## src/asr_pkg.sv

```systemverilog
// package of constants, types and helpers for the async sram host controller
package asr_pkg;

    // =====================================================================
    // widths
    localparam int ADDR_W = 19;
    localparam int DATA_W = 16;
    localparam int CNT_W = 8;

    // =====================================================================
    // clock and pin timing in picoseconds, synchroniser depth in stages
    localparam int CLK_PERIOD_PS = 4000;
    localparam int ADDRESS_ACCESS_TIME_PS = 10000;
    localparam int READ_CYCLE_TIME_PS = 10000;
    localparam int GATE_OFF_TO_HIGHZ_PS = 5000;
    localparam int WRITE_CYCLE_TIME_PS = 10000;
    localparam int ADDRESS_TO_WRITE_END_PS = 8000;
    localparam int DATA_SETUP_TO_WRITE_END_PS = 6000;
    localparam int DATA_HOLD_AFTER_WRITE_END_PS = 0;
    localparam int SYNC_STAGES = 2;

    // least time to whole cycles, never below one
    function automatic int min_cycles(input int ps);
        int c;
        c = (ps + CLK_PERIOD_PS - 1) / CLK_PERIOD_PS;
        return (c < 1) ? 1 : c;
    endfunction

    function automatic int max_int(input int a, input int b);
        return (a > b) ? a : b;
    endfunction

    // =====================================================================
    // derived cycle counts
    localparam int ACC_CYC = max_int(min_cycles(ADDRESS_ACCESS_TIME_PS),
                                     min_cycles(READ_CYCLE_TIME_PS));
    localparam int STRB_CYC = min_cycles(max_int(ADDRESS_TO_WRITE_END_PS,
                                                 DATA_SETUP_TO_WRITE_END_PS));
    localparam int HOLD_CYC = min_cycles(DATA_HOLD_AFTER_WRITE_END_PS);
    localparam int REC_CYC = max_int(1, min_cycles(WRITE_CYCLE_TIME_PS) - STRB_CYC - HOLD_CYC);
    localparam int HZ_CYC = min_cycles(GATE_OFF_TO_HIGHZ_PS);

    // =====================================================================
    // carriers
    typedef struct packed {
        logic chip_select_n;
        logic write_strobe_n;
        logic output_gate_n;
        logic upper_lane_select_n;
        logic lower_lane_select_n;
        logic [ADDR_W-1:0] address;
    } asr_pins_t;

    typedef struct packed {
        logic write;
        logic [1:0] lanes; // bit1 upper, bit0 lower, high = access lane
        logic [ADDR_W-1:0] address;
        logic [DATA_W-1:0] wdata;
    } asr_req_t;

    typedef struct packed {
        logic [DATA_W-1:0] rdata;
        logic single_bit_corrected_flag;
        logic double_bit_detected_flag;
    } asr_rsp_t;

    localparam asr_pins_t PINS_IDLE = '{1'b1, 1'b1, 1'b1, 1'b1, 1'b1, {ADDR_W{1'b0}}};
    localparam asr_rsp_t RSP_RESET = '{{DATA_W{1'b0}}, 1'b0, 1'b0};

endpackage

```

## src/asr_host.sv

```systemverilog
// host controller driving an asynchronous ecc sram through its pins
`timescale 1ns/1ps
`default_nettype none
module asr_host #(
    parameter int ACC_CYCLES = asr_pkg::ACC_CYC,
    parameter int STRB_CYCLES = asr_pkg::STRB_CYC,
    parameter int HOLD_CYCLES = asr_pkg::HOLD_CYC,
    parameter int REC_CYCLES = asr_pkg::REC_CYC,
    parameter int HZ_CYCLES = asr_pkg::HZ_CYC
) (
    input wire logic ref_clk,
    input wire logic rst,
    input wire logic req_valid,
    input wire asr_pkg::asr_req_t req,
    output logic req_ready,
    output logic rsp_valid,
    output asr_pkg::asr_rsp_t rsp,
    output asr_pkg::asr_pins_t pins,
    output logic [asr_pkg::DATA_W-1:0] data_lines_o,
    output logic data_lines_oe,
    input wire logic [asr_pkg::DATA_W-1:0] data_lines_i,
    input wire logic single_bit_corrected_flag,
    input wire logic double_bit_detected_flag
);
    import asr_pkg::*;

    typedef enum logic [2:0] {
        ST_IDLE,
        ST_WSTROBE,
        ST_WHOLD,
        ST_WREC,
        ST_READ,
        ST_RTURN
    } asr_state_t;

    localparam logic [CNT_W-1:0] STRB_LOAD = CNT_W'(STRB_CYCLES - 1);
    localparam logic [CNT_W-1:0] HOLD_LOAD = CNT_W'(HOLD_CYCLES - 1);
    localparam logic [CNT_W-1:0] REC_LOAD = CNT_W'(REC_CYCLES - 1);
    localparam logic [CNT_W-1:0] READ_LOAD = CNT_W'(ACC_CYCLES + SYNC_STAGES - 1);
    localparam logic [CNT_W-1:0] HZ_LOAD = CNT_W'(HZ_CYCLES - 1);
    localparam int SW = DATA_W + 2;

    asr_state_t state_r, state_nxt;
    logic [CNT_W-1:0] cnt_r, cnt_nxt;
    asr_pins_t pins_r, pins_nxt;
    logic [DATA_W-1:0] dout_r, dout_nxt;
    logic doe_r, doe_nxt;
    logic rdy_r, rdy_nxt;
    logic rsp_valid_r, rsp_valid_nxt;
    asr_rsp_t rsp_r, rsp_nxt;
    logic [SW-1:0] sync1_r, sync2_r;

    // =====================================================================
    // helpers shared by the timed states

    // the state's count has run out
    function automatic logic cnt_done(input logic [CNT_W-1:0] c);
        return (c == '0);
    endfunction

    // one step down towards zero
    function automatic logic [CNT_W-1:0] cnt_step(input logic [CNT_W-1:0] c);
        return c - 1'b1;
    endfunction

    // select and both lanes go high together, address and gate kept
    function automatic asr_pins_t release_select(input asr_pins_t p);
        asr_pins_t q;
        q = p;
        q.chip_select_n = 1'b1;
        q.upper_lane_select_n = 1'b1;
        q.lower_lane_select_n = 1'b1;
        return q;
    endfunction

    // =====================================================================
    // pin input synchroniser: data lines and both error flags together
    always_ff @(posedge ref_clk or posedge rst) begin
        if (rst) begin
            sync1_r <= '0;
            sync2_r <= '0;
        end else begin
            sync1_r <= {data_lines_i, single_bit_corrected_flag, double_bit_detected_flag};
            sync2_r <= sync1_r;
        end
    end

    // =====================================================================
    // sequencer next state
    always_comb begin
        state_nxt = state_r;
        cnt_nxt = cnt_r;
        pins_nxt = pins_r;
        dout_nxt = dout_r;
        doe_nxt = doe_r;
        rdy_nxt = rdy_r;
        rsp_valid_nxt = 1'b0;
        rsp_nxt = rsp_r;
        case (state_r)
            ST_IDLE: begin
                pins_nxt = PINS_IDLE;
                pins_nxt.address = pins_r.address;
                doe_nxt = 1'b0;
                if (req_valid && rdy_r) begin
                    rdy_nxt = 1'b0;
                    // address goes out on the same edge as select, never later
                    pins_nxt.address = req.address;
                    pins_nxt.chip_select_n = 1'b0;
                    pins_nxt.upper_lane_select_n = ~req.lanes[1];
                    pins_nxt.lower_lane_select_n = ~req.lanes[0];
                    if (req.write) begin
                        // select, strobe and the requested lane selects fall together to open the window
                        pins_nxt.write_strobe_n = 1'b0;
                        pins_nxt.output_gate_n = 1'b1;
                        // safe to drive: the gate has been high for the turn time
                        dout_nxt = req.wdata;
                        doe_nxt = 1'b1;
                        cnt_nxt = STRB_LOAD;
                        state_nxt = ST_WSTROBE;
                    end else begin
                        pins_nxt.output_gate_n = 1'b0;
                        cnt_nxt = READ_LOAD;
                        state_nxt = ST_READ;
                    end
                end
            end
            ST_WSTROBE: begin
                if (cnt_done(cnt_r)) begin
                    // strobe rise ends the write; select, lanes, address, data stay
                    pins_nxt.write_strobe_n = 1'b1;
                    cnt_nxt = HOLD_LOAD;
                    state_nxt = ST_WHOLD;
                end else begin
                    cnt_nxt = cnt_step(cnt_r);
                end
            end
            ST_WHOLD: begin
                if (cnt_done(cnt_r)) begin
                    // data held past the terminating edge, then released
                    pins_nxt = release_select(pins_r);
                    doe_nxt = 1'b0;
                    cnt_nxt = REC_LOAD;
                    state_nxt = ST_WREC;
                end else begin
                    cnt_nxt = cnt_step(cnt_r);
                end
            end
            ST_WREC: begin
                // pad out the write cycle time
                if (cnt_done(cnt_r)) begin
                    rdy_nxt = 1'b1;
                    state_nxt = ST_IDLE;
                end else begin
                    cnt_nxt = cnt_step(cnt_r);
                end
            end
            ST_READ: begin
                if (cnt_done(cnt_r)) begin
                    // access time plus synchroniser depth has passed
                    rsp_nxt.rdata = sync2_r[SW-1:2];
                    rsp_nxt.single_bit_corrected_flag = sync2_r[1];
                    rsp_nxt.double_bit_detected_flag = sync2_r[0];
                    rsp_valid_nxt = 1'b1;
                    pins_nxt = release_select(pins_r);
                    pins_nxt.output_gate_n = 1'b1;
                    cnt_nxt = HZ_LOAD;
                    state_nxt = ST_RTURN;
                end else begin
                    cnt_nxt = cnt_step(cnt_r);
                end
            end
            ST_RTURN: begin
                // wait out the memory's release before anyone may drive
                if (cnt_done(cnt_r)) begin
                    rdy_nxt = 1'b1;
                    state_nxt = ST_IDLE;
                end else begin
                    cnt_nxt = cnt_step(cnt_r);
                end
            end
            default: begin
                pins_nxt = PINS_IDLE;
                doe_nxt = 1'b0;
                rdy_nxt = 1'b1;
                state_nxt = ST_IDLE;
            end
        endcase
    end

    // =====================================================================
    // sequencer registers
    always_ff @(posedge ref_clk or posedge rst) begin
        if (rst) begin
            state_r <= ST_IDLE;
            cnt_r <= '0;
            pins_r <= PINS_IDLE;
            dout_r <= '0;
            doe_r <= 1'b0;
            rdy_r <= 1'b1;
            rsp_valid_r <= 1'b0;
            rsp_r <= RSP_RESET;
        end else begin
            state_r <= state_nxt;
            cnt_r <= cnt_nxt;
            pins_r <= pins_nxt;
            dout_r <= dout_nxt;
            doe_r <= doe_nxt;
            rdy_r <= rdy_nxt;
            rsp_valid_r <= rsp_valid_nxt;
            rsp_r <= rsp_nxt;
        end
    end

    // outputs straight from flops
    assign req_ready = rdy_r;
    assign rsp_valid = rsp_valid_r;
    assign rsp = rsp_r;
    assign pins = pins_r;
    assign data_lines_o = dout_r;
    assign data_lines_oe = doe_r;

endmodule
`default_nettype wire

```

## config.mk

```make
export PLATFORM = sky130hd
export DESIGN_NAME = asr_host
export DESIGN_NICKNAME = d
export VERILOG_FILES = /design/src/asr_pkg.sv /design/src/asr_host.sv
export SDC_FILE = /design/constraint.sdc
export NUM_CORES = 1
export LEC_CHECK = 0
export BUFFER_PORTS_ARGS = -buffer_cell sky130_fd_sc_hd__buf_2
export CAP_MARGIN = 30
export CORE_ASPECT_RATIO = 0.8
export CORE_MARGIN = 3
export CORE_UTILIZATION = 55
export DETAILED_ROUTE_END_ITERATION = 8
export PLACE_DENSITY_LB_ADDON = 0.15
export SETUP_SLACK_MARGIN = 0.4
export SLEW_MARGIN = 40
export SYNTH_ARGS = -nofsm -noshare
export SYNTH_HDL_FRONTEND = slang
export SYNTH_SLANG_ARGS = --single-unit
```

## constraint.sdc

```tcl
create_clock -name ref_clk -period 10.4 [get_ports ref_clk]
set_input_delay 2.08 -clock ref_clk [delete_from_list [all_inputs] [get_ports ref_clk]]
set_output_delay 2.08 -clock ref_clk [all_outputs]
set_load 0.02 [all_outputs]
```

[Word level (Yosys, flattened, before mapping)]
Cells that the tools add are included.
W data, S select, Z words.
Cells by class
  reduce and logical (&&, ||, !) cells: 19
  shift operators: 0
  bitwise gates (word level): 8
  multiply operators: 0
  add/sub/neg operators: 1
  equal/unequal tests: 11
  div/mod/pow operators: 0
  $lt $le $gt $ge: 0
  muxes and demuxes: 29
Operators with widths (count)
  $pmux W22 S4: 1
  $mux W24: 3
  $mux W8: 4
  $pmux W8 S4: 1
  $mux W3: 7
  $pmux W3 S5: 1
  $reduce_and A3 Y1: 5
  $ne A2 B2 Y1 const B: 5
  $logic_not A8 Y1: 1
  $mux W1: 8
  $not A1 Y1: 8
  $reduce_and A4 Y1: 2
  $sub A8 B1 Y8 const B: 1
  $eq A3 B2 Y1 const B: 2
  $eq A3 B3 Y1 const B: 2
  $pmux W1 S3: 2
  $reduce_or A3 Y1: 2
  $pmux W1 S5: 1
  $reduce_and A5 Y1: 1
  $pmux W1 S4: 1
  $reduce_and A2 Y1: 2
  $reduce_bool A4 Y1: 1
  $reduce_or A2 Y1: 2
  $reduce_or A4 Y1: 1
  4 further kinds: 4
Word-level totals
  bits in registers: 108
  word-level logic and storage cells: 85
  memory bits (writable): 0
  latch bits: 0
  output and inout port bits: 61
  ROM bits: 0
  memories: 0

[Logic depth before layout (Yosys ltp)]
  depth after elaboration: 4
  gate-level depth with buffers: 7

[Worst setup path before layout]
No wires, ideal clock.
  kind: input to register
  start point: in req_valid
  end point: reg cnt_r[7]
  required time: 10322 ps
  arrival time: 3121 ps
  stages on the path: 4
  slack: 7201 ps
  cell sequence: a2111o_1 -> nand4_1 -> or4b_2 -> a21oi_1
On the way
  word-level cells in the longest chain between the ends: 3
RTL lines
  from (decl): line asr_host.sv:13  | input wire logic req_valid,
  $logic_and A1 B1 Y1: line asr_host.sv:104  | if (req_valid && rdy_r) begin
  $ne A2 B2 Y1 (no source line)
  $reduce_and A3 Y1 (no source line)
  to (signal assigned): line asr_host.sv:204  | cnt_r <= cnt_nxt;
  to (decl): line asr_host.sv:44  | logic [CNT_W-1:0] cnt_r, cnt_nxt;
No other way between the ends.
A chain may end at the register's enable or synchronous reset.

[Worst setup path after layout]
  start point: reg rdy_r (netlist: req_ready)
  end point: out req_ready
RTL lines
  from (decl): line asr_host.sv:48  | logic rdy_r, rdy_nxt;
  from (signal assigned): line asr_host.sv:208  | rdy_r <= rdy_nxt;
  to (decl): line asr_host.sv:15  | output logic req_ready,
No word-level cell between the ends.

==> flow_summary.yaml <==
outcome:
  outcome: "completed"
clocking:
  root_buffer: "clkbuf_8"
  cts_buffers: 9
  path_clk_slew_ns: 0.11
  clk_path_buf_depth: 2
  ctsResizeCount: 0
  clk_latency_ns: 0.37
  cts_hold_buf: 0
  numClockSinks: 108
  htreeDepth: 3
  cts_setup_buffers: 0
  cts_tree: "yes"
worst_setup_path:
  path_delay_family: "flip-flops"
  worst-path-max-fanout: 6
  slowest_delay_ns: 0.58
  worstPathArrival_ns: 1.12
  rr_startpoint: "state_r[1]"
  cp_cell_sequence: "buf_2"
  crit_path_end_kind: "output port"
  critical_path_class: "reg -> out"
  startpoint: "req_ready"
  worstPathRequired_ns: 8.32
  startpoint_type: "flop"
  cp_num_buf_inv: 1
  crit_path_top_delay_cell: "dfstp_2"
finish:
  drive_gt1_share_pct: 47.2
  utilization_pct: 70.2
  synthToLayoutAreaGrowth_pct: 22.0
  n_fill_cell: 505
  fin_nets: 454
  diodes: 0
  final_area_um2: 4910
yosys:
  synthesis.nets: 334
  netlist_area_um2: 4030
  yosysWarningCount: 0
  syn_area_per_cell_um2: 14.7
  synth-seq-cells: 108
  yosysTopAreaCellShare_pct: 63.4
  synthFlopType: "dfrtp_1"
  ys_top_cells_by_area: "dfrtp_1 63%, mux2_2 6.4%, a22o_1 4.1%"
  yosysMostFrequentCell: "dfrtp_1"
  async_flop_share_pct: 100
  yosysTopAreaCell: "dfrtp_1"
  syn_inst: 273
  yosysUniqueCellTypes: 54
  synth_edf_count: 0
  synthTopCellsByCount: "102 x dfrtp_1, 23 x mux2_2, 19 x a22o_1"
  seq_area_frac_synth_pct: 67.3
pwr:
  leakagePower_nw: 2.54
  ir_drop_v: 0.000146
  power.density_nw_per_um2: 280
route:
  wire_per_inst_um: 16.0
  vias: 2632
  wl_um: 7750
  dr.pass1.iters: 4
  ant_nets: 0
  viasPerCell: 5.43
  post-route-drc-count: 0
  drtIter0Drc: 137
timing:
  period_share_pct: 30.8
  max_freq_mhz: 312
  rsz0062_at_grt: "false"
  min_period_ns: 3.20
  fin_tns_setup_ns: 0
  tightest_slew_ns: 0.766
  slew_viol_final: 0
  final-setup-viol-count: 0
  slew_headroom_pct: 48.3
  fin_skew_ns: 0.0124
  hold_viol_final: 0
floorplanning:
  die_h_um: 82.5
  die_w_um: 102
  ios: 120
  die_area_um2: 8390
  start_util_pct: 57.6
  row_count: 27
  core_area_um2: 6990
placed_design:
  place_area_um2: 4690
  io_buffers: 119
  gp_congestion: 0.825
  dp_hpwl_um: 5410
grt:
  grt.overflow.total: 0
  grt_pass1_vias: 2571
  grt_pass1_wl_um: 12500
  grt_max_degree: 76
  antenna_found_initial: 0
  track_usage_pct: 19.6
run:
  cap_violations: 0
worst_hold_path:
  holdCritStartpoint: "sync1_r[9]"
  hp-class: "reg -> reg"
-- power by group --
part	switching, W	internal (W)
Combinational	0.000260	0.000200
Sequential	0.0000915	0.000551
Clock	0.000149	0.000126
Total	0.000501	0.000877
-- layer usage --
metal  routed length [um]  GRT usage [%]
met5                    0              0
met4                   99           6.11
met3                  541           6.47
met2                 3820           31.5
met1                 3300           25.6
-- through the flow --
| stage | hold slack (ns) | total power (W) | setup slack, ns | std cells |
|---|---|---|---|---|
| final | 0.354 | 0.00138 | 7.20 | 485 |
| after global routing | 0.365 | 0.00147 | 7.15 | 485 |
| after CTS | 0.358 | 0.00139 | 7.18 | 485 |
| after detailed placement | 0.335 | 0.00111 | 6.84 | 469 |
| after global placement | 0.332 | 0.00110 | 6.89 | 469 |
| after floorplan | 0.331 | 0.000951 | 5.48 | 273 |
-- placed cells by master (no fill, tap or decap), drive strengths merged, types with 2 or more instances in the layout --
master  Yosys  final
buf         8    121
dfrtp     102    102
mux2       34     34
a22o       19     19
a21oi      15     15
nor2       11     11
clkbuf      4     10
nand2      10     10
inv         6     10
o21ai       7      7
dfstp       6      6
o31ai       5      5
or4         5      5
or3         4      4
nand3       3      3
nor3b       2      2
a211oi      2      2
o32a        2      2
a31oi       2      2
ha          2      2
nor3        2      2
-- worst paths after layout --
| kind | end | slack (ns) | cells after the start |
|---|---|---|---|
| setup reg to reg | data_lines_o[4] | 7.99 | 4 |
| max in group asynchronous | sync2_r[15] | 7.73 | 3 |
| min in group asynchronous | state_r[1] | 1.71 | 2 |
| hold / removal | sync2_r[9] | 0.35 | 0 |
| hold reg to reg | sync2_r[9] | 0.35 | 0 |
| setup / recovery | req_ready | 7.20 | 1 |
-- cell families after synthesis --
kind of cell / synth area share, %
flip-flops: 67.3
adder cells (fa/ha/maj): 0.621
buffers and inverters: 2.21
multiplexers: 10.6
XOR/XNOR: 0.435
AND/OR/NAND/NOR: 7.49
AO/OA/AOI/OAI: 11.3
-- state kept, by name, summed over array words and instances (netlist names) --
signal         cells
pins              24
req_ready          1
rsp_valid          1
sync1_r           18
data_lines_o      16
rsp               18
data_lines_oe      1
cnt_r              8
sync2_r           18
state_r            3
-- layout make-up --
class | count | area (um2) | share of cell area, %
Timing Repair Buffer | 121 | 614 | 12.5
Sequential cell | 108 | 2710 | 55.2
Tap cell | 87 | 109 | 2.22
Inverter | 6 | 25.0 | 0.509
Clock buffer | 10 | 138 | 2.80
Clock inverter | 6 | 88.8 | 1.81
Multi-Input combinational cell | 147 | 1230 | 25.0
Note: power is estimated with default switching activity, not from simulation.
